$ cat config.mk
export PLATFORM = sky130hd
export DESIGN_NAME = buck_boost_pwm_drive
export DESIGN_NICKNAME = d
export VERILOG_FILES = /design/src/include/pwm_drive_pkg.sv /design/src/include/timebase_if.sv /design/src/rtl/switching_timebase.sv /design/src/rtl/buck_boost_pwm_drive.sv
export SDC_FILE = /design/constraint.sdc
export NUM_CORES = 1
export LEC_CHECK = 0
export BUFFER_PORTS_ARGS = -buffer_cell sky130_fd_sc_hd__clkbuf_2
export CORE_MARGIN = 8
export CORE_UTILIZATION = 25
export DETAILED_ROUTE_END_ITERATION = 10
export PLACE_DENSITY = 0.4
export SYNTH_ARGS = -nofsm -noshare
export SYNTH_HDL_FRONTEND = slang
export SYNTH_SLANG_ARGS = --single-unit
$ cat constraint.sdc
create_clock -name hclk -period 4.7 [get_ports hclk]
set_input_delay 0.705 -clock hclk [delete_from_list [all_inputs] [get_ports hclk]]
set_output_delay 0.705 -clock hclk [all_outputs]
set_load 0.005 [all_outputs]
$ cat src/include/pwm_drive_pkg.sv
package pwm_drive_pkg;
    // register byte offsets
    localparam logic [7:0]  OFS_ROLE      = 8'h00;
    localparam logic [7:0]  OFS_RATE      = 8'h04;
    localparam logic [7:0]  OFS_CEIL      = 8'h08;
    localparam logic [7:0]  OFS_PHASE     = 8'h0C;
    localparam logic [7:0]  OFS_SSTEP     = 8'h10;
    localparam logic [7:0]  OFS_STATUS    = 8'h14;
    localparam logic [7:0]  OFS_CLCNT     = 8'h18;
    // reset values
    localparam logic [1:0]  ROLE_RST      = 2'h0;
    localparam logic [7:0]  RATE_RST      = 8'h34;
    localparam logic [9:0]  CEIL_RST      = 10'h3FF;
    localparam logic [15:0] PHASE_RST     = 16'h0000;
    localparam logic [7:0]  SSTEP_RST     = 8'h04;
    // sync roles
    localparam logic [1:0]  ROLE_MASTER   = 2'h0;
    localparam logic [1:0]  ROLE_SLAVE    = 2'h1;
    localparam logic [1:0]  ROLE_SHIFT    = 2'h2;
    // phase accumulator: f_sw = f_clk * rate / 2^16
    localparam longint      F_CLK_HZ      = 125_000_000;
    localparam longint      F_MIN_HZ      = 50_000;
    localparam longint      F_MAX_HZ      = 300_000;
    localparam longint      ACC_SPAN      = 65536;
    localparam logic [7:0]  RATE_MIN      = 8'((F_MIN_HZ * ACC_SPAN + F_CLK_HZ - 1) / F_CLK_HZ);
    localparam logic [7:0]  RATE_MAX      = 8'(F_MAX_HZ * ACC_SPAN / F_CLK_HZ);
    // level codes, 1 lsb = 4 V / 1024
    localparam logic [11:0] LVL_COMP_LOW  = 12'h080;
    localparam logic [11:0] LVL_COMP_HIGH = 12'h480;
    localparam logic [11:0] LVL_SS_ENABLE = 12'h085;
    localparam logic [11:0] LVL_SS_TOP    = 12'h500;
    // duty in 1/1024 of a period, hiccup count in switching periods
    localparam logic [9:0]  DUTY_CEIL     = 10'h3EB;
    localparam logic [9:0]  DUTY_FULL     = 10'h3FF;
    localparam logic [9:0]  HICCUP_CYCLES = 10'h1F4;

    typedef enum logic [2:0] {ST_OFF, ST_START, ST_RUN, ST_HICCUP, ST_HOLD} state_t;
endpackage : pwm_drive_pkg

$ cat src/include/timebase_if.sv
`timescale 1ns/1ps
interface timebase_if;
    logic [7:0]  rate;
    logic [1:0]  role;
    logic [15:0] phase_delay;
    logic        sync_edge;
    logic [9:0]  ramp;
    logic        period_start;
    logic        sync_pull_low;
    modport tb  (input rate, role, phase_delay, sync_edge,
                 output ramp, period_start, sync_pull_low);
    modport ctl (output rate, role, phase_delay, sync_edge,
                 input ramp, period_start, sync_pull_low);
endinterface : timebase_if

$ cat src/rtl/switching_timebase.sv
`timescale 1ns/1ps
module switching_timebase (
    // clock and reset
    input  wire logic    hclk,
    input  wire logic    hresetn,
    // ramp and sync link
    timebase_if.tb       tb
);
    logic [15:0] acc_reg;
    logic [15:0] dly_reg;
    logic        dly_busy_reg;

    wire logic [7:0]  rate_eff    = (tb.rate < pwm_drive_pkg::RATE_MIN) ? pwm_drive_pkg::RATE_MIN :
                                    (tb.rate > pwm_drive_pkg::RATE_MAX) ? pwm_drive_pkg::RATE_MAX :
                                    tb.rate;
    wire logic [16:0] acc_sum     = {1'b0, acc_reg} + {9'h000, rate_eff};
    wire logic        lock_direct = tb.sync_edge && tb.role == pwm_drive_pkg::ROLE_SLAVE;
    wire logic        shift_start = tb.sync_edge && tb.role != pwm_drive_pkg::ROLE_SLAVE
                                    && tb.role != pwm_drive_pkg::ROLE_MASTER;
    wire logic        dly_done    = dly_busy_reg && dly_reg == 16'h0000;
    wire logic        restart     = lock_direct || dly_done;
    wire logic [15:0] acc_next    = restart ? 16'h0000 : acc_sum[15:0];
    wire logic [15:0] dly_next    = shift_start ? tb.phase_delay :
                                    (dly_busy_reg && !dly_done) ? dly_reg - 16'h0001 : dly_reg;
    wire logic        dly_busy_next = shift_start || (dly_busy_reg && !dly_done);

    // a missing external clock leaves the ramp free-running
    assign tb.period_start  = restart || acc_sum[16];
    assign tb.ramp          = acc_reg[15:6];
    assign tb.sync_pull_low = tb.role == pwm_drive_pkg::ROLE_MASTER && acc_reg[15];

    always_ff @(posedge hclk or negedge hresetn) begin
        if (!hresetn) begin
            acc_reg      <= 16'h0000;
            dly_reg      <= 16'h0000;
            dly_busy_reg <= 1'b0;
        end else begin
            acc_reg      <= acc_next;
            dly_reg      <= dly_next;
            dly_busy_reg <= dly_busy_next;
        end
    end
endmodule : switching_timebase

$ cat src/rtl/buck_boost_pwm_drive.sv
`timescale 1ns/1ps
module buck_boost_pwm_drive (
    // clock and reset
    input  wire logic        hclk,
    input  wire logic        hresetn,
    // ahb-lite slave
    input  wire logic        hsel,
    input  wire logic [31:0] haddr,
    input  wire logic [1:0]  htrans,
    input  wire logic        hwrite,
    input  wire logic [2:0]  hsize,
    input  wire logic [31:0] hwdata,
    input  wire logic        hready,
    output logic      [31:0] hrdata,
    output logic             hreadyout,
    output logic             hresp,
    // control pins
    input  wire logic        enable_in,
    input  wire logic        mode_in,
    input  wire logic        fault_n,
    input  wire logic        overtemp_stop,
    input  wire logic        peak_over,
    input  wire logic [11:0] comp_level,
    // open-drain sync pin
    input  wire logic        sync_in,
    output logic             sync_out,
    output logic             sync_oe,
    // gate drives
    output logic             high_side_drive,
    output logic             low_side_drive
);
    timebase_if tb_bus ();

    switching_timebase u_timebase (
        .hclk    (hclk),
        .hresetn (hresetn),
        .tb      (tb_bus)
    );

    // pin synchronisers
    logic [5:0] pin_meta_reg;
    logic [5:0] pin_sync_reg;
    logic       fault_n_d_reg;
    logic       sync_d_reg;

    wire logic [5:0] pin_raw = {sync_in, peak_over, overtemp_stop, fault_n, mode_in, enable_in};
    wire logic en_s      = pin_sync_reg[0];
    wire logic mode_s    = pin_sync_reg[1];
    wire logic fault_n_s = pin_sync_reg[2];
    wire logic tsd_s     = pin_sync_reg[3];
    wire logic peak_s    = pin_sync_reg[4];
    wire logic sync_s    = pin_sync_reg[5];
    wire logic stop_s    = !fault_n_s || tsd_s;

    always_ff @(posedge hclk or negedge hresetn) begin
        if (!hresetn) begin
            // fault_n and sync idle high: no false edge after reset
            pin_meta_reg  <= 6'h24;
            pin_sync_reg  <= 6'h24;
            fault_n_d_reg <= 1'b1;
            sync_d_reg    <= 1'b1;
        end else begin
            pin_meta_reg  <= pin_raw;
            pin_sync_reg  <= pin_meta_reg;
            fault_n_d_reg <= fault_n_s;
            sync_d_reg    <= sync_s;
        end
    end

    // software registers
    logic [1:0]  role_reg;
    logic [7:0]  rate_reg;
    logic [9:0]  ceil_reg;
    logic [15:0] phase_reg;
    logic [7:0]  sstep_reg;
    // bus data phase
    logic [7:0]  addr_reg;
    logic        wr_pend_reg;
    logic        rd_wait_reg;
    logic [31:0] hrdata_reg;
    // control core
    pwm_drive_pkg::state_t state_reg;
    pwm_drive_pkg::state_t state_next;
    logic        mode_reg;
    logic [11:0] ss_reg;
    logic [9:0]  cnt_reg;
    logic        peak_seen_reg;
    logic [9:0]  duty_reg;
    logic        hdrv_reg;
    logic        ldrv_reg;

    wire logic bus_go   = hsel && hready && htrans[1];
    wire logic wr_role  = wr_pend_reg && addr_reg == pwm_drive_pkg::OFS_ROLE;
    wire logic wr_rate  = wr_pend_reg && addr_reg == pwm_drive_pkg::OFS_RATE;
    wire logic wr_ceil  = wr_pend_reg && addr_reg == pwm_drive_pkg::OFS_CEIL;
    wire logic wr_phase = wr_pend_reg && addr_reg == pwm_drive_pkg::OFS_PHASE;
    wire logic wr_sstep = wr_pend_reg && addr_reg == pwm_drive_pkg::OFS_SSTEP;

    wire logic [31:0] status_w = {6'h00, duty_reg, 10'h000, ldrv_reg, hdrv_reg,
                                  mode_reg, state_reg};
    wire logic [31:0] rd_mux =
        (addr_reg == pwm_drive_pkg::OFS_ROLE)   ? {30'h00000000, role_reg}  :
        (addr_reg == pwm_drive_pkg::OFS_RATE)   ? {24'h000000, rate_reg}    :
        (addr_reg == pwm_drive_pkg::OFS_CEIL)   ? {22'h000000, ceil_reg}    :
        (addr_reg == pwm_drive_pkg::OFS_PHASE)  ? {16'h0000, phase_reg}     :
        (addr_reg == pwm_drive_pkg::OFS_SSTEP)  ? {24'h000000, sstep_reg}   :
        (addr_reg == pwm_drive_pkg::OFS_STATUS) ? status_w                  :
        (addr_reg == pwm_drive_pkg::OFS_CLCNT)  ? {22'h000000, cnt_reg}     :
        32'h00000000;

    // reads take one wait state so a preceding write is visible
    assign hreadyout = !rd_wait_reg;
    assign hresp     = 1'b0;
    assign hrdata    = hrdata_reg;

    always_ff @(posedge hclk or negedge hresetn) begin
        if (!hresetn) begin
            addr_reg    <= 8'h00;
            wr_pend_reg <= 1'b0;
            rd_wait_reg <= 1'b0;
            hrdata_reg  <= 32'h00000000;
        end else begin
            if (bus_go) begin
                addr_reg <= haddr[7:0];
            end
            wr_pend_reg <= bus_go && hwrite;
            rd_wait_reg <= bus_go && !hwrite;
            if (rd_wait_reg) begin
                hrdata_reg <= rd_mux;
            end
        end
    end

    always_ff @(posedge hclk or negedge hresetn) begin
        if (!hresetn) begin
            role_reg  <= pwm_drive_pkg::ROLE_RST;
            rate_reg  <= pwm_drive_pkg::RATE_RST;
            ceil_reg  <= pwm_drive_pkg::CEIL_RST;
            phase_reg <= pwm_drive_pkg::PHASE_RST;
            sstep_reg <= pwm_drive_pkg::SSTEP_RST;
        end else begin
            if (wr_role)  role_reg  <= hwdata[1:0];
            if (wr_rate)  rate_reg  <= hwdata[7:0];
            if (wr_ceil)  ceil_reg  <= hwdata[9:0];
            if (wr_phase) phase_reg <= hwdata[15:0];
            if (wr_sstep) sstep_reg <= hwdata[7:0];
        end
    end

    // timebase link
    assign tb_bus.rate        = rate_reg;
    assign tb_bus.role        = role_reg;
    assign tb_bus.phase_delay = phase_reg;
    assign tb_bus.sync_edge   = sync_s && !sync_d_reg;
    wire logic period_start   = tb_bus.period_start;
    wire logic [9:0] ramp     = tb_bus.ramp;

    // open drain: only ever pulls low
    assign sync_out = 1'b0;
    assign sync_oe  = tb_bus.sync_pull_low;

    // error level or soft start level to duty code
    function automatic logic [9:0] level_duty(input logic [11:0] lvl);
        logic [11:0] rel;
        rel = lvl - pwm_drive_pkg::LVL_COMP_LOW;
        if (lvl <= pwm_drive_pkg::LVL_COMP_LOW) begin
            level_duty = 10'h000;
        end else if (lvl >= pwm_drive_pkg::LVL_COMP_HIGH) begin
            level_duty = pwm_drive_pkg::DUTY_FULL;
        end else begin
            level_duty = rel[9:0];
        end
    endfunction : level_duty

    wire logic [9:0] comp_duty = level_duty(comp_level);
    wire logic [9:0] ss_duty   = level_duty(ss_reg);
    wire logic [9:0] ceil_eff  = (ceil_reg > pwm_drive_pkg::DUTY_CEIL) ?
                                 pwm_drive_pkg::DUTY_CEIL : ceil_reg;
    wire logic [9:0] min_cs    = (ceil_eff < ss_duty) ? ceil_eff : ss_duty;
    wire logic [9:0] duty_next = (min_cs < comp_duty) ? min_cs : comp_duty;

    // overcurrent and hiccup bookkeeping
    wire logic peak_now  = peak_seen_reg || peak_s;
    wire logic trip      = peak_now && cnt_reg == pwm_drive_pkg::HICCUP_CYCLES;
    wire logic hic_done  = cnt_reg == pwm_drive_pkg::HICCUP_CYCLES - 10'h001;
    wire logic in_run    = state_reg == pwm_drive_pkg::ST_RUN;
    wire logic in_hiccup = state_reg == pwm_drive_pkg::ST_HICCUP;
    wire logic [9:0] cnt_next =
        (state_next != state_reg)   ? 10'h000 :
        (period_start && in_run)    ? (peak_now ? cnt_reg + 10'h001 : 10'h000) :
        (period_start && in_hiccup) ? cnt_reg + 10'h001 : cnt_reg;

    // mode latch
    wire logic supply_rise = state_reg == pwm_drive_pkg::ST_OFF && en_s;
    wire logic fault_rise  = fault_n_s && !fault_n_d_reg && en_s;
    wire logic mode_next   = (supply_rise || fault_rise) ? mode_s : mode_reg;

    // soft start level
    wire logic ss_clear = state_next == pwm_drive_pkg::ST_OFF
                       || state_next == pwm_drive_pkg::ST_HOLD
                       || state_next == pwm_drive_pkg::ST_HICCUP;
    wire logic ss_grow  = period_start && ss_reg < pwm_drive_pkg::LVL_SS_TOP
                       && (state_reg == pwm_drive_pkg::ST_START || in_run);
    wire logic [11:0] ss_sum  = ss_reg + {4'h0, sstep_reg};
    wire logic [11:0] ss_next = ss_clear ? 12'h000 :
                                !ss_grow ? ss_reg :
                                (ss_sum > pwm_drive_pkg::LVL_SS_TOP) ?
                                pwm_drive_pkg::LVL_SS_TOP : ss_sum;

    always_comb begin
        state_next = state_reg;
        if (!en_s) begin
            state_next = pwm_drive_pkg::ST_OFF;
        end else if (stop_s) begin
            state_next = pwm_drive_pkg::ST_HOLD;
        end else begin
            unique case (state_reg)
                pwm_drive_pkg::ST_OFF,
                pwm_drive_pkg::ST_HOLD: begin
                    state_next = pwm_drive_pkg::ST_START;
                end
                pwm_drive_pkg::ST_START: begin
                    if (ss_reg > pwm_drive_pkg::LVL_SS_ENABLE) begin
                        state_next = pwm_drive_pkg::ST_RUN;
                    end
                end
                pwm_drive_pkg::ST_RUN: begin
                    if (period_start && trip) begin
                        state_next = pwm_drive_pkg::ST_HICCUP;
                    end
                end
                pwm_drive_pkg::ST_HICCUP: begin
                    if (period_start && hic_done) begin
                        state_next = pwm_drive_pkg::ST_START;
                    end
                end
            endcase
        end
    end

    // comparator: ramp below duty code and below ceiling
    wire logic pwm_on = in_run && state_next == pwm_drive_pkg::ST_RUN
                     && ramp < duty_reg && ramp < ceil_eff;
    wire logic hdrv_next = pwm_on && mode_reg;
    wire logic ldrv_next = pwm_on && !mode_reg;

    always_ff @(posedge hclk or negedge hresetn) begin
        if (!hresetn) begin
            state_reg     <= pwm_drive_pkg::ST_OFF;
            mode_reg      <= 1'b0;
            ss_reg        <= 12'h000;
            cnt_reg       <= 10'h000;
            peak_seen_reg <= 1'b0;
            duty_reg      <= 10'h000;
            hdrv_reg      <= 1'b0;
            ldrv_reg      <= 1'b0;
        end else begin
            state_reg     <= state_next;
            mode_reg      <= mode_next;
            ss_reg        <= ss_next;
            cnt_reg       <= cnt_next;
            peak_seen_reg <= peak_s || (peak_seen_reg && !period_start);
            duty_reg      <= period_start ? duty_next : duty_reg;
            hdrv_reg      <= hdrv_next;
            ldrv_reg      <= ldrv_next;
        end
    end

    assign high_side_drive = hdrv_reg;
    assign low_side_drive  = ldrv_reg;
endmodule : buck_boost_pwm_drive

== After elaboration in Yosys (flattened, before gate mapping) ==
Index checks and enable logic that the tools add are counted.

* $add $sub $neg: 6
* $lt $le $gt $ge: 14
* Equal/unequal tests: 18
* Mux-type cells: 32
* Reduce and logical (&&, ||, !) cells: 60

{| class="wikitable"
|+ Operators by type and width
! kind !! count
|-
| two-way mux 26 bit || 6
|-
| two-way mux 10 bit || 12
|-
| two-way mux 16 bit || 3
|-
| < comparator 10 bit || 4
|-
| two-way mux 12 bit || 3
|-
| logical AND 1 bit || 32
|-
| == test 8 x 5 -> 1 bit, second input constant || 3
|-
| >= comparator 12 x 11 -> 1 bit, second input constant || 2
|-
| <= comparator 12 x 8 -> 1 bit, second input constant || 2
|-
| == test 10 x 9 -> 1 bit, second input constant || 2
|-
| subtractor 10 x 8 -> 10 bit, second input constant || 2
|-
| adder 16 x 8 -> 17 bit || 1
|-
| == test 8 x 4 -> 1 bit, second input constant || 2
|-
| logical NOT 16 bit || 1
|-
| two-way mux 8 bit || 2
|-
| subtractor 16 x 1 -> 16 bit, second input constant || 1
|-
| two-way mux 3 bit || 5
|-
| adder 12 x 8 -> 12 bit || 1
|-
| == test 3 x 2 -> 1 bit, second input constant || 4
|-
| greater-than comparator 12 x 11 -> 1 bit, second input constant || 1
|-
| greater-than comparator 12 x 8 -> 1 bit, second input constant || 1
|-
| < comparator 12 x 11 -> 1 bit, second input constant || 1
|-
| case mux 3 bit (4 select lines) || 1
|-
| adder 10 x 1 -> 10 bit, second input constant || 1
|-
| 17 further kinds || 37
|}

* Register bits after elaboration: 172
* Input port bits: 92
* Output and inout bits: 38
* Word-level logic and storage cells: 154

== Logic depth before layout (Yosys ltp) ==
Gate-level depths: netlist (run 1).

* Depth in word-level cells: 15
* Gate-level depth with buffers: 25

== Hierarchy ==
From an unflattened synthesis (run 1), not the netlist that was laid out.

* Cell total of the unflattened synthesis: 978
* Area, all modules: 9,748.1 um^2

{| class="wikitable"
|+ By module, submodules not included
! module !! times used !! cells an instance !! area an instance (um^2) !! sequential area each (um^2)
|-
| buck_boost_pwm_drive || 1 || 737 || 7,629.8 || 3,353.2
|-
| switching_timebase || 1 || 241 || 2,118.3 || 825.8
|}

== Worst setup path before layout (run 1) ==
No wires, ideal clock.

* Path type: reg-to-reg
* Start: register ss_reg[8]
* End: register duty_reg[5]
* Setup time: 135 ps
* Arrival time: 4,947 ps
* Slack: -382 ps
* Cell stages (with the launch flop): 23
* Path buffers: 5
* Cells stage by stage: dfrtp_1 > buf_2 > or4_1 > a31oi_1 > nor2_1 > o21ai_0 > ha_1 > nand4_1 > nor3_1 > a21bo_1 > clkbuf_1 > and2_1 > buf_2 > clkbuf_1 > o21ai_0 > ha_1 > a2111oi_0 > o21ai_0 > a221o_1 > nor3_1 > buf_2 > o211a_1 > o31ai_1

* Cells in the longest elaborated chain, start to end: 7
* Elaborated cells between the ends (all ways): 9
* Classes of those cells: 1 x add/sub; 4 x order compare; 4 x mux

{| class="wikitable"
|+ Ends and longest elaborated chain
! item !! RTL line !! source
|-
| start: declaration || buck_boost_pwm_drive.sv:85 || <nowiki>logic [11:0] ss_reg;</nowiki>
|-
| start signal: assignment || buck_boost_pwm_drive.sv:260 || <nowiki>ss_reg <= ss_next;</nowiki>
|-
| subtractor 10 x 8 -> 10 bit / >= comparator 12 x 11 -> 1 bit (equally long branches) || buck_boost_pwm_drive.sv:165, buck_boost_pwm_drive.sv:168 ||
|-
| two-way mux 10 bit || buck_boost_pwm_drive.sv:168 || <nowiki>end else if (lvl >= pwm_drive_pkg::LVL_COMP_HIGH) begin</nowiki>
|-
| two-way mux 10 bit (*) || buck_boost_pwm_drive.sv:166 || <nowiki>if (lvl <= pwm_drive_pkg::LVL_COMP_LOW) begin</nowiki>
|-
| < comparator 10 bit || buck_boost_pwm_drive.sv:179 || <nowiki>wire logic [9:0] min_cs = (ceil_eff < ss_duty) ? ceil_eff : ss_duty;</nowiki>
|-
| two-way mux 10 bit (*) || buck_boost_pwm_drive.sv:179 ||
|-
| < comparator 10 bit || buck_boost_pwm_drive.sv:180 || <nowiki>wire logic [9:0] duty_next = (min_cs < comp_duty) ? min_cs : comp_duty;</nowiki>
|-
| two-way mux 10 bit (*) || buck_boost_pwm_drive.sv:180 ||
|-
| end signal: assignment || buck_boost_pwm_drive.sv:263 || <nowiki>duty_reg <= period_start ? duty_next : duty_reg;</nowiki>
|-
| end: declaration || buck_boost_pwm_drive.sv:88 || <nowiki>logic [9:0] duty_reg;</nowiki>
|}

Mark *: on every way between the ends. The rest lies on a longest branch, timed or not.
A chain may end at the register's enable or synchronous reset.

== Final worst setup path (run 1) ==
* Start: register ss_reg[11]
* End: register duty_reg[8]

* Cells in the longest elaborated chain, start to end: 7
* Elaborated cells between the ends (all ways): 8
* Classes of those cells: 4 x order compare; 4 x mux

{| class="wikitable"
|+ Ends and longest elaborated chain
! item !! RTL line
|-
| >= comparator 12 x 11 -> 1 bit || buck_boost_pwm_drive.sv:168
|-
| two-way mux 10 bit || buck_boost_pwm_drive.sv:168
|-
| two-way mux 10 bit (*) || buck_boost_pwm_drive.sv:166
|-
| < comparator 10 bit || buck_boost_pwm_drive.sv:179
|-
| two-way mux 10 bit (*) || buck_boost_pwm_drive.sv:179
|-
| < comparator 10 bit || buck_boost_pwm_drive.sv:180
|-
| two-way mux 10 bit (*) || buck_boost_pwm_drive.sv:180
|}

Marked as above.

==> flow_metrics.tcl, run 1 <==
set metrics [dict create \
    crit_chain "or4_4 -> a31oi_4 -> nor2_4 -> o21ai_2 -> ha_1 -> nand4_1 -> nor3_2 -> a21bo_1 -> and2_4 -> o21ai_0 -> ha_1 -> nand2_1 -> nor3_2 -> buf_4 -> and2_1 -> a21o_1 -> nor3_4 -> buf_4 -> o211a_1 -> o31ai_1" \
    synth.distinct_cells 73 \
    setup_tns_ns 0 \
    drv_cap 0 \
    r2r-start "ss_reg[11]" \
    synth.largest_area_cell "dfrtp_1" \
    yosys.area_share.simple 0.164 \
    core_area_um2 38700 \
    grt_pass1_wl_um 47800 \
    arrival_ns 4.79 \
    drtPass1Iterations 5 \
    nFillCells 4138 \
    finalMaxSlewViolations 0 \
    cts_buffers 17 \
    synthCells 1022 \
    drc_errors 0 \
    h-tree-depth 4 \
    critPathLaunchType "flop" \
    r2r_slack_ns 0.22 \
    finalHoldViolations 0 \
    netlist_area_um2 9850 \
    io_buffers 77 \
    grt_max_degree 87 \
    crit_start "ss_reg[11]" \
    max_freq_mhz 223 \
    synth_top_family_by_area "compound AO/OA/AOI/OAI gates" \
    synth-xor-area-share 0.0409 \
    largest_reg_flops 26 \
    cts_sinks 166 \
    power.density_nw_per_um2 361 \
    synth-compound-area-share 0.178 \
    relSlewSlack 0.350 \
    drive_above_1_share 0.251 \
    setup_viol 0 \
    placed_cell_area_um2 11200 \
    clk_path_buf_depth 2 \
    synth-adder-area-share 0.0803 \
    cts_root_buf "clkbuf_16" \
    chipWidth_um 215 \
    rsz0062_at_grt "true" \
    path_buf_inv 2 \
    initial_utilization 0.254 \
    io_pins 130 \
    synth-warning-count 0 \
    critPathTopFamily "simple AND/OR/NAND/NOR gates" \
    syn_avg_cell_area_um2 9.64 \
    nNetsFinal 1288 \
    dp_slack_ns -0.0827 \
    grt_pass1_vias 8091 \
    synthFlopType "dfrtp_1" \
    fin_ws_ns 0.220 \
    power_w 0.00429 \
    grt_antenna_before_repair 1 \
    ys_seq_area_frac 0.424 \
    place_congestion 0.796 \
    placed_cells 1629 \
    seq_area_um2 4180 \
    synth_top_cell_area_share 0.371 \
    cpPeakStageDelay_ns 0.58 \
    syn_to_final_growth_pct 20.9 \
    via_per_inst 4.78 \
    leakagePower_nw 5.11 \
    multi_input_area_um2 5420 \
    cp_data_required_time_ns 5.01 \
    ir_drop_mv 0.255 \
    hold_class "in -> async" \
    synth-seq-cells 166 \
    status "complete, no violations" \
    dr_total_vias 7969 \
    row_count 72 \
    wl_per_cell_um 18.1 \
    min_period_ns 4.48 \
    ant_nets 0 \
    drt_iter0_drc 412 \
    synthMuxAreaShare 0.0671 \
    cts.clk_slew.worst_paths_ns 0.07 \
    dp_hpwl_um 22900 \
    cts_tree "done" \
    period_share 0.953 \
    worstSetupPathType "reg -> reg" \
    synth_edf_count 0 \
    async_flop_share 1.00 \
    crit_fanout 13 \
    synth.top_cells.by_area "dfrtp_1 37%, ha_1 7.6%, mux2_2 6.4%" \
    tightestPinTransition_ns 0.967 \
    cp_slowest_cell "or4_4" \
    fin_area_um2 11900 \
    die-area_um2 46000 \
    instances_no_fill 1666 \
    grt-ovfl-total 0 \
    drt-total-wl_um 30100 \
    endpoint_kind "flop" \
    finClkSkew_ns 0.0147 \
    grt_util_all_layers 0.132 \
    clock_latency_ns 0.45 \
    die_height_um 215 \
]
-- worst paths after layout --
check,to,cells after the start
max,duty_reg[8],20
min,ss_reg[7],1
max reg2reg,duty_reg[8],20
min reg2reg,pin_sync_reg[3],0
max in group asynchronous,pin_meta_reg[5],2
min in group hclk,pin_meta_reg[5],1
-- area by class of cell --
| cell class | instances | share of cell area |
|---|---|---|
| clock buffer | 19 | 0.0372 |
| inverter | 51 | 0.0163 |
| timing repair buffer | 137 | 0.0721 |
| multi-input combinational | 761 | 0.455 |
| tap | 518 | 0.0544 |
| antenna | 1 | 0.000210 |
| clock inverter | 13 | 0.0135 |
| sequential | 166 | 0.351 |
-- synth_stat cells (27+ instances only) --
| master | instances |
|---|---|
| dfrtp_1 | 146 |
| nor2_1 | 91 |
| nand2_1 | 81 |
| ha_1 | 60 |
| o21ai_0 | 59 |
| a21oi_1 | 56 |
| mux2_2 | 56 |
| inv_1 | 50 |
| clkbuf_1 | 37 |
| xnor2_1 | 29 |
| nor3_1 | 28 |
| nand3_1 | 27 |
-- where the power goes --
part | internal, W | switching (W) | total, W
Sequential | 0.00163 | 0.000221 | 0.00186
Clock | 0.000815 | 0.000660 | 0.00147
Combinational | 0.000444 | 0.000520 | 0.000964
Total | 0.00289 | 0.00140 | 0.00429
-- logic make-up after synthesis --
| kind of cell | after synthesis |
|---|---|
| simple gates | 329 |
| compound gates | 257 |
| flops | 166 |
| buf+inv | 102 |
| fa+ha+maj | 62 |
| mux | 59 |
| xor+xnor | 46 |
| other cells | 1 |
-- worst reg2reg max path, cell delays in order (launching register included) --
cell and delay [ns]:
dfrtp_1 0.44, or4_4 0.58, a31oi_4 0.19, nor2_4 0.10
o21ai_2 0.17, ha_1 0.17, nand4_1 0.18, nor3_2 0.22
a21bo_1 0.25, and2_4 0.20, o21ai_0 0.28, ha_1 0.28
nand2_1 0.10, nor3_2 0.06, buf_4 0.13, and2_1 0.16
a21o_1 0.19, nor3_4 0.23, buf_4 0.19, o211a_1 0.16
o31ai_1 0.07
-- repair_timing --
action | CTS | global route
hold buffers | 0 | 0
cloned | 0 | 1
resized for setup | 3 | 18
endpoints found under the setup margin | 9 | 10
pin swaps | 2 | 9
buffers inserted | 1 | 2
-- cell usage in the layout (no fill, tap or decap), types with 13 or more instances in the layout --
cell       synthesis  layout
clkbuf_16          0      17
xor2_1            17      17
nand2_1           81      80
dfstp_2           20      20
nand4_1           22      22
nand3_1           27      27
o2bb2ai_1         17      17
dfrtp_1          146     145
nor2_1            91      90
buf_4              8      58
clkbuf_2           0      76
a21oi_1           56      56
xnor2_1           29      29
ha_1              60      57
nor3_1            28      25
a21o_1            13      13
o21ai_0           59      46
inv_1             50      49
mux2_2            56      56
-- stage by stage --
| step | hold WS, ns | util |
|---|---|---|
| 6_report | 0.334 | 0.307 |
| 5_1_grt | 0.305 | 0.307 |
| 4_1_cts | 0.304 | 0.305 |
| 3_5_place_dp | 0.336 | 0.289 |
| 3_3_place_gp | 0.337 | 0.289 |
| 2_1_floorplan | 0.331 | - |
-- layer usage --
layer  GRT usage  routed length (um)  vias to the layer above
li1            -                   -                     3938
met1       0.183               15000                     3894
met2       0.210               14000                      121
met3      0.0224                 795                       16
met4      0.0324                 308                        0
met5           0                   0                        -
(Power assumes the default switching activity.)
==> run 2: changes to the inputs <==
Settings changed: CORE_UTILIZATION 25 to 53, PLACE_DENSITY 0.4 to 0.75.
==> run 2 against run 1 <==
Clock skew is 0.0025 ns lower. Combinational power is 0.5% lower. Flip-flop and latch count stayed put.
==> flow_metrics.tcl, run 2 (synthesis gave the netlist of run 1 again) <==
set metrics [dict create \
    max_freq_mhz 223 \
    clock_latency_ns 0.43 \
    ir_drop_mv 0.270 \
    grt_util_all_layers 0.220 \
    finClkSkew_ns 0.0121 \
    worstSetupPathType "reg -> reg" \
    p_sw_frac 0.311 \
    relSlewSlack 0.357 \
    critPathLaunchType "flop" \
    tightestPinTransition_ns 0.961 \
    fin_area_um2 11400 \
    cts_hold_buf 0 \
    drive_above_1_share 0.244 \
    reg2reg_to "duty_reg[1]" \
    drt-total-wl_um 25600 \
    power.share.clock 0.332 \
    drt_iter0_drc 592 \
    switchingPower_w 0.00131 \
    setup_viol 0 \
    crit_end "duty_reg[1]" \
    grt_max_degree 110 \
    core_area_um2 18500 \
    dp_hpwl_um 18900 \
    drv_cap 0 \
    ant_nets 0 \
    drc_errors 0 \
    cts_buffers 17 \
    initial_utilization 0.534 \
    cts.clk_slew.worst_paths_ns 0.07 \
    h-tree-depth 4 \
    period_share 0.955 \
    cts_root_buf "clkbuf_16" \
    reg2reg_depth 17 \
    clk_path_buf_depth 2 \
    via_per_inst 6.01 \
    seq_power_share 0.441 \
    p_int_w 0.00291 \
    placed_cell_area_um2 10700 \
    cts_tree "done" \
    crit_start "ss_reg[8]" \
    status "complete, no violations" \
    setup_tns_ns 0 \
    io_pins 130 \
    nNetsFinal 1278 \
    endpoint_kind "flop" \
    r2r-start "ss_reg[8]" \
    arrival_ns 4.83 \
    min_period_ns 4.49 \
    dr_total_vias 8237 \
    finalHoldViolations 0 \
    finalMaxSlewViolations 0 \
    die_height_um 152 \
    power.density_nw_per_um2 369 \
    grt_pass1_wl_um 41200 \
    die-area_um2 23200 \
    final_cell_mix "145 x dfrtp_1, 90 x nor2_1, 80 x nand2_1" \
    grt_antenna_before_repair 0 \
    row_count 50 \
    p_comb_frac 0.227 \
    grt_pass1_vias 7951 \
    r2r_slack_ns 0.21 \
    instances_no_fill 1371 \
    drtPass1Iterations 5 \
    crit_fanout 11 \
    chipWidth_um 152 \
    largest_reg_flops 26 \
    io_buffers 77 \
    final_common_cell "dfrtp_1" \
    antenna_cells 0 \
    syn_to_final_growth_pct 16.2 \
    place_congestion 0.895 \
    wl_per_cell_um 18.7 \
    cp_data_required_time_ns 5.04 \
    placed_cells 1330 \
    fin_util 0.620 \
    leakagePower_nw 5.06 \
    cts_sinks 166 \
    grt-ovfl-total 0 \
    hold_class "reg -> reg" \
]
-- run 2: changes by cell type in the layout (fill, tap and decap cells not counted), moves of 3 or more --
cell,previous run,this run
ha_1,57,60
ha_2,3,0
inv_8,3,0
buf_4,58,48
-- run 2: final cells by class --
| cell class | count | area [um^2] |
|---|---|---|
| repair buffers | 127 | 774 |
| inverters | 51 | 194 |
| well taps | 234 | 293 |
| clock buffers | 22 | 474 |
| flip-flops and latches | 166 | 4180 |
| fillers | 1536 | 7010 |
| multi-input cells | 761 | 5410 |
| clock inverters | 10 | 123 |
-- run 2: repair_timing --
action / in CTS / in global routing
resized for setup: 1 / 21
gates cloned: 0 / 1
pin swaps: 0 / 15
setup endpoints to repair: 9 / 10
buffers inserted: 0 / 8
-- run 2: through the flow --
stage	total power, W	hold WS (ns)	worst slack, ns
2_1_floorplan	0.00251	0.331	0.00542
3_3_place_gp	0.00277	0.334	0.0105
3_5_place_dp	0.00280	0.341	-0.0449
4_1_cts	0.00422	0.345	0.0215
5_1_grt	0.00445	0.334	-0.0457
6_report	0.00422	0.351	0.213
-- run 2: power by group through the flow --
stage	clock network (W)	logic (W)	registers [W]
4_1_cts	0.00141	0.000946	0.00185
5_1_grt	0.00148	0.00109	0.00188
6_report	0.00140	0.000959	0.00186
2_1_floorplan	0	0.000720	0.00179
3_3_place_gp	0	0.000902	0.00187
3_5_place_dp	0	0.000928	0.00187
-- run 2: worst min-delay path by stage --
| stage | start | endpoint | slack (ns) | cells after the start |
|---|---|---|---|---|
| after floorplan | pin_meta_reg[0] | pin_sync_reg[0] | 0.33 | 0 |
| after global placement | pin_meta_reg[3] | pin_sync_reg[3] | 0.33 | 0 |
| after detailed placement | pin_meta_reg[1] | pin_sync_reg[1] | 0.34 | 0 |
| after CTS | fault_n | pin_meta_reg[2] | 0.35 | 1 |
| after global routing | fault_n | pin_meta_reg[2] | 0.33 | 1 |
| final | pin_meta_reg[1] | pin_sync_reg[1] | 0.35 | 0 |
-- run 2: critical path, cell delays in order (launching register included) --
cell and delay, ns:
dfrtp_2 0.45, or4_4 0.56, a31oi_4 0.18, nor2_4 0.10
o21ai_2 0.19, ha_1 0.18, nand4_1 0.18, nor3_2 0.21
a21bo_1 0.26, and2_4 0.20, o21ai_2 0.13, ha_1 0.26
a2111oi_2 0.37, o21ai_1 0.12, a221o_1 0.36, buf_4 0.18
o31a_1 0.25, o31ai_1 0.22
-- run 2: metal layers --
layer  GRT usage  wire, um  vias to the layer above
li1            -         -                     3917
met1       0.287     11400                     4030
met3      0.0530      1540                       40
met5           0         0                        -
met4      0.0709       525                        0
met2       0.354     12200                      250
==> run 3: changes to the inputs <==
Settings changed: CELL_PAD_IN_SITES_DETAIL_PLACEMENT from default to 0, CELL_PAD_IN_SITES_GLOBAL_PLACEMENT from default to 2, CORE_UTILIZATION 53 to 33, PLACE_DENSITY 0.75 to 0.74.
==> run 3 against run 2 <==
Flip-flop and latch count did not move. Count of clock-buffer cells in the layout fell by 5. Final cell count rose by 11%. Core utilization fell by 22 points. Maximum frequency fell by 2.5%. Sequential power barely moved. First-iteration DRC count fell by 22%. Routed wire length rose by 10%. Clock power barely moved. Via count fell by 3.5%. Register-to-register slack got worse by 0.11 ns. Clock skew rose by 0.0097 ns. Largest cell class unchanged. Largest power group unchanged.
==> flow_metrics.tcl, run 3 (synthesis gave the netlist of run 1 again) <==
set metrics [dict create \
    crit_start "ss_reg[5]" \
    finalMaxSlewViolations 0 \
    worstSetupPathType "reg -> reg" \
    cpPeakStageDelay_ns 0.41 \
    finClkSkew_ns 0.0219 \
    tightestPinTransition_ns 0.949 \
    wl_met1_um 14000 \
    hold_class "in -> async" \
    grt_pass1_wl_um 44900 \
    dp_hpwl_um 21400 \
    via_per_inst 5.21 \
    ant_nets 0 \
    dr_total_vias 7950 \
    instances_no_fill 1526 \
    critPathLaunchType "flop" \
    crit_chain "nor4_4 -> a31oi_4 -> nor2_4 -> o21ai_4 -> ha_4 -> nand4_1 -> buf_4 -> o221ai_4 -> nand2_2 -> buf_4 -> nand3_4 -> o21ai_2 -> ha_1 -> a2111oi_2 -> o21ai_1 -> a221o_1 -> nor3_4 -> buf_6 -> o211a_1 -> o31ai_2" \
    grt_antenna_before_repair 0 \
    max_freq_mhz 217 \
    p_sw_frac 0.338 \
    top_layer "met4" \
    reg2reg_depth 20 \
    multi_input_area_um2 5480 \
    row_count 63 \
    clock_latency_ns 0.44 \
    grt_pass1_vias 7956 \
    cp_data_required_time_ns 5.01 \
    h-tree-depth 4 \
    ir_drop_mv 0.226 \
    relSlewSlack 0.366 \
    endpoint_kind "flop" \
    finalHoldViolations 0 \
    drt-total-wl_um 28200 \
    cts.clk_slew.worst_paths_ns 0.08 \
    final_cell_mix "145 x dfrtp_1, 90 x nor2_1, 80 x nand2_1" \
    core_area_um2 29600 \
    die_height_um 189 \
    antenna_cells 0 \
    r2r_slack_ns 0.1 \
    largest_reg_flops 26 \
    drtPass1Iterations 5 \
    seq_power_share 0.435 \
    crit_fanout 9 \
    cts_sinks 166 \
    cts_tree "done" \
    met2_length_um 12900 \
    rsz0062_at_grt "true" \
    grt-ovfl-total 0 \
    period_share 0.979 \
    nNetsFinal 1277 \
    leakagePower_nw 5.07 \
    min_period_ns 4.60 \
    initial_utilization 0.333 \
    grt_util_all_layers 0.159 \
    reg2reg_to "duty_reg[9]" \
    io_buffers 77 \
    dr_wl_met3_um 945 \
    io_pins 130 \
    power.density_nw_per_um2 361 \
    placed_cells 1485 \
    p_int_w 0.00281 \
    path_common_cell "buf_4" \
    die-area_um2 35600 \
    drc_errors 0 \
    status "complete, no violations" \
    cts_hold_buf 0 \
    cts_root_buf "clkbuf_16" \
    cts_buffers 17 \
    critPathTopFamily "compound AO/OA/AOI/OAI gates" \
    drv_cap 0 \
    power.share.clock 0.335 \
    path_buf_inv 3 \
    seq_area_um2 4180 \
    place_congestion 0.821 \
    drt_iter0_drc 460 \
    r2r-start "ss_reg[5]" \
    fin_util 0.396 \
    syn_to_final_growth_pct 18.9 \
    grt_max_degree 80 \
    switchingPower_w 0.00143 \
    clk_path_buf_depth 2 \
    chipWidth_um 189 \
    final_common_cell "dfrtp_1" \
    p_comb_frac 0.230 \
    wl_per_cell_um 18.5 \
    setup_viol 0 \
    cp_slowest_cell "dfrtp_1" \
    drive_above_1_share 0.251 \
    arrival_ns 4.91 \
    nFillCells 2998 \
]
-- run 3: cell types whose count changed in the layout (fill, tap and decap cells not counted), sizes merged --
cell,delta
inv,+7
clkbuf,-5
bufinv,-2
clkinv,+2
clkinvlp,-2
buf,-1
-- run 3: area by class of cell --
cell class              instances  area share
repair buffers                126      0.0659
flip-flops and latches        166       0.357
clock buffers                  17      0.0363
inverters                      51      0.0165
multi-input cells             761       0.468
clock inverters                15      0.0151
well taps                     390      0.0416
-- run 3: worst max-delay path by stage --
| stage | slack (ns) | end | cells past startpoint |
|---|---|---|---|
| final | 0.1 | duty_reg[9] | 20 |
| after global routing | -0.06 | duty_reg[5] | 20 |
| after detailed placement | -0.04 | duty_reg[9] | 18 |
| after floorplan | 0.005 | duty_reg[5] | 22 |
| after CTS | 0.0005 | duty_reg[9] | 20 |
| after global placement | 0.03 | duty_reg[8] | 18 |
-- run 3: worst register-to-register path, stage by stage, from the launching register on --
cell	delay (ns)
dfrtp_1	0.41
nor4_4	0.40
a31oi_4	0.14
nor2_4	0.34
o21ai_4	0.13
ha_4	0.28
nand4_1	0.19
buf_4	0.21
o221ai_4	0.17
nand2_2	0.07
buf_4	0.17
nand3_4	0.08
o21ai_2	0.06
ha_1	0.30
a2111oi_2	0.37
o21ai_1	0.13
a221o_1	0.38
nor3_4	0.21
buf_6	0.16
o211a_1	0.18
o31ai_2	0.07
-- run 3: repair_timing --
item	CTS	global route
setup buffers	0	7
resized for setup	4	30
pin swaps	1	21
endpoints found under the setup margin	9	10
cloned	0	2
-- run 3: metrics by stage --
| stage | worst slack [ns] | total power, W | instance area [um^2] | hold slack, ns | TNS [ns] |
|---|---|---|---|---|---|
| 4_1_cts | 0.000464 | 0.00427 | 11500 | 0.327 | 0 |
| 6_report | 0.0997 | 0.00424 | 11700 | 0.290 | 0 |
| 3_3_place_gp | 0.0334 | 0.00282 | 10900 | 0.332 | 0 |
| 2_1_floorplan | 0.00542 | 0.00251 | 10000 | 0.331 | 0 |
| 5_1_grt | -0.0559 | 0.00453 | 11700 | 0.320 | -0.339 |
| 3_5_place_dp | -0.0403 | 0.00283 | 10900 | 0.336 | -0.128 |
-- run 3: power groups by stage --
stage	sequential, W	clock, W	combinational [W]
CTS	0.00185	0.00146	0.000967
global placement	0.00187	0	0.000948
finish	0.00184	0.00142	0.000973
detailed placement	0.00187	0	0.000964
floorplan	0.00179	0	0.000720
global route	0.00187	0.00152	0.00113
-- run 3: layer usage --
metal,global-route usage,up-vias
met4,0.0361,0
met5,0,-
met3,0.0266,19
li1,-,3901
met1,0.225,3894
met2,0.249,136
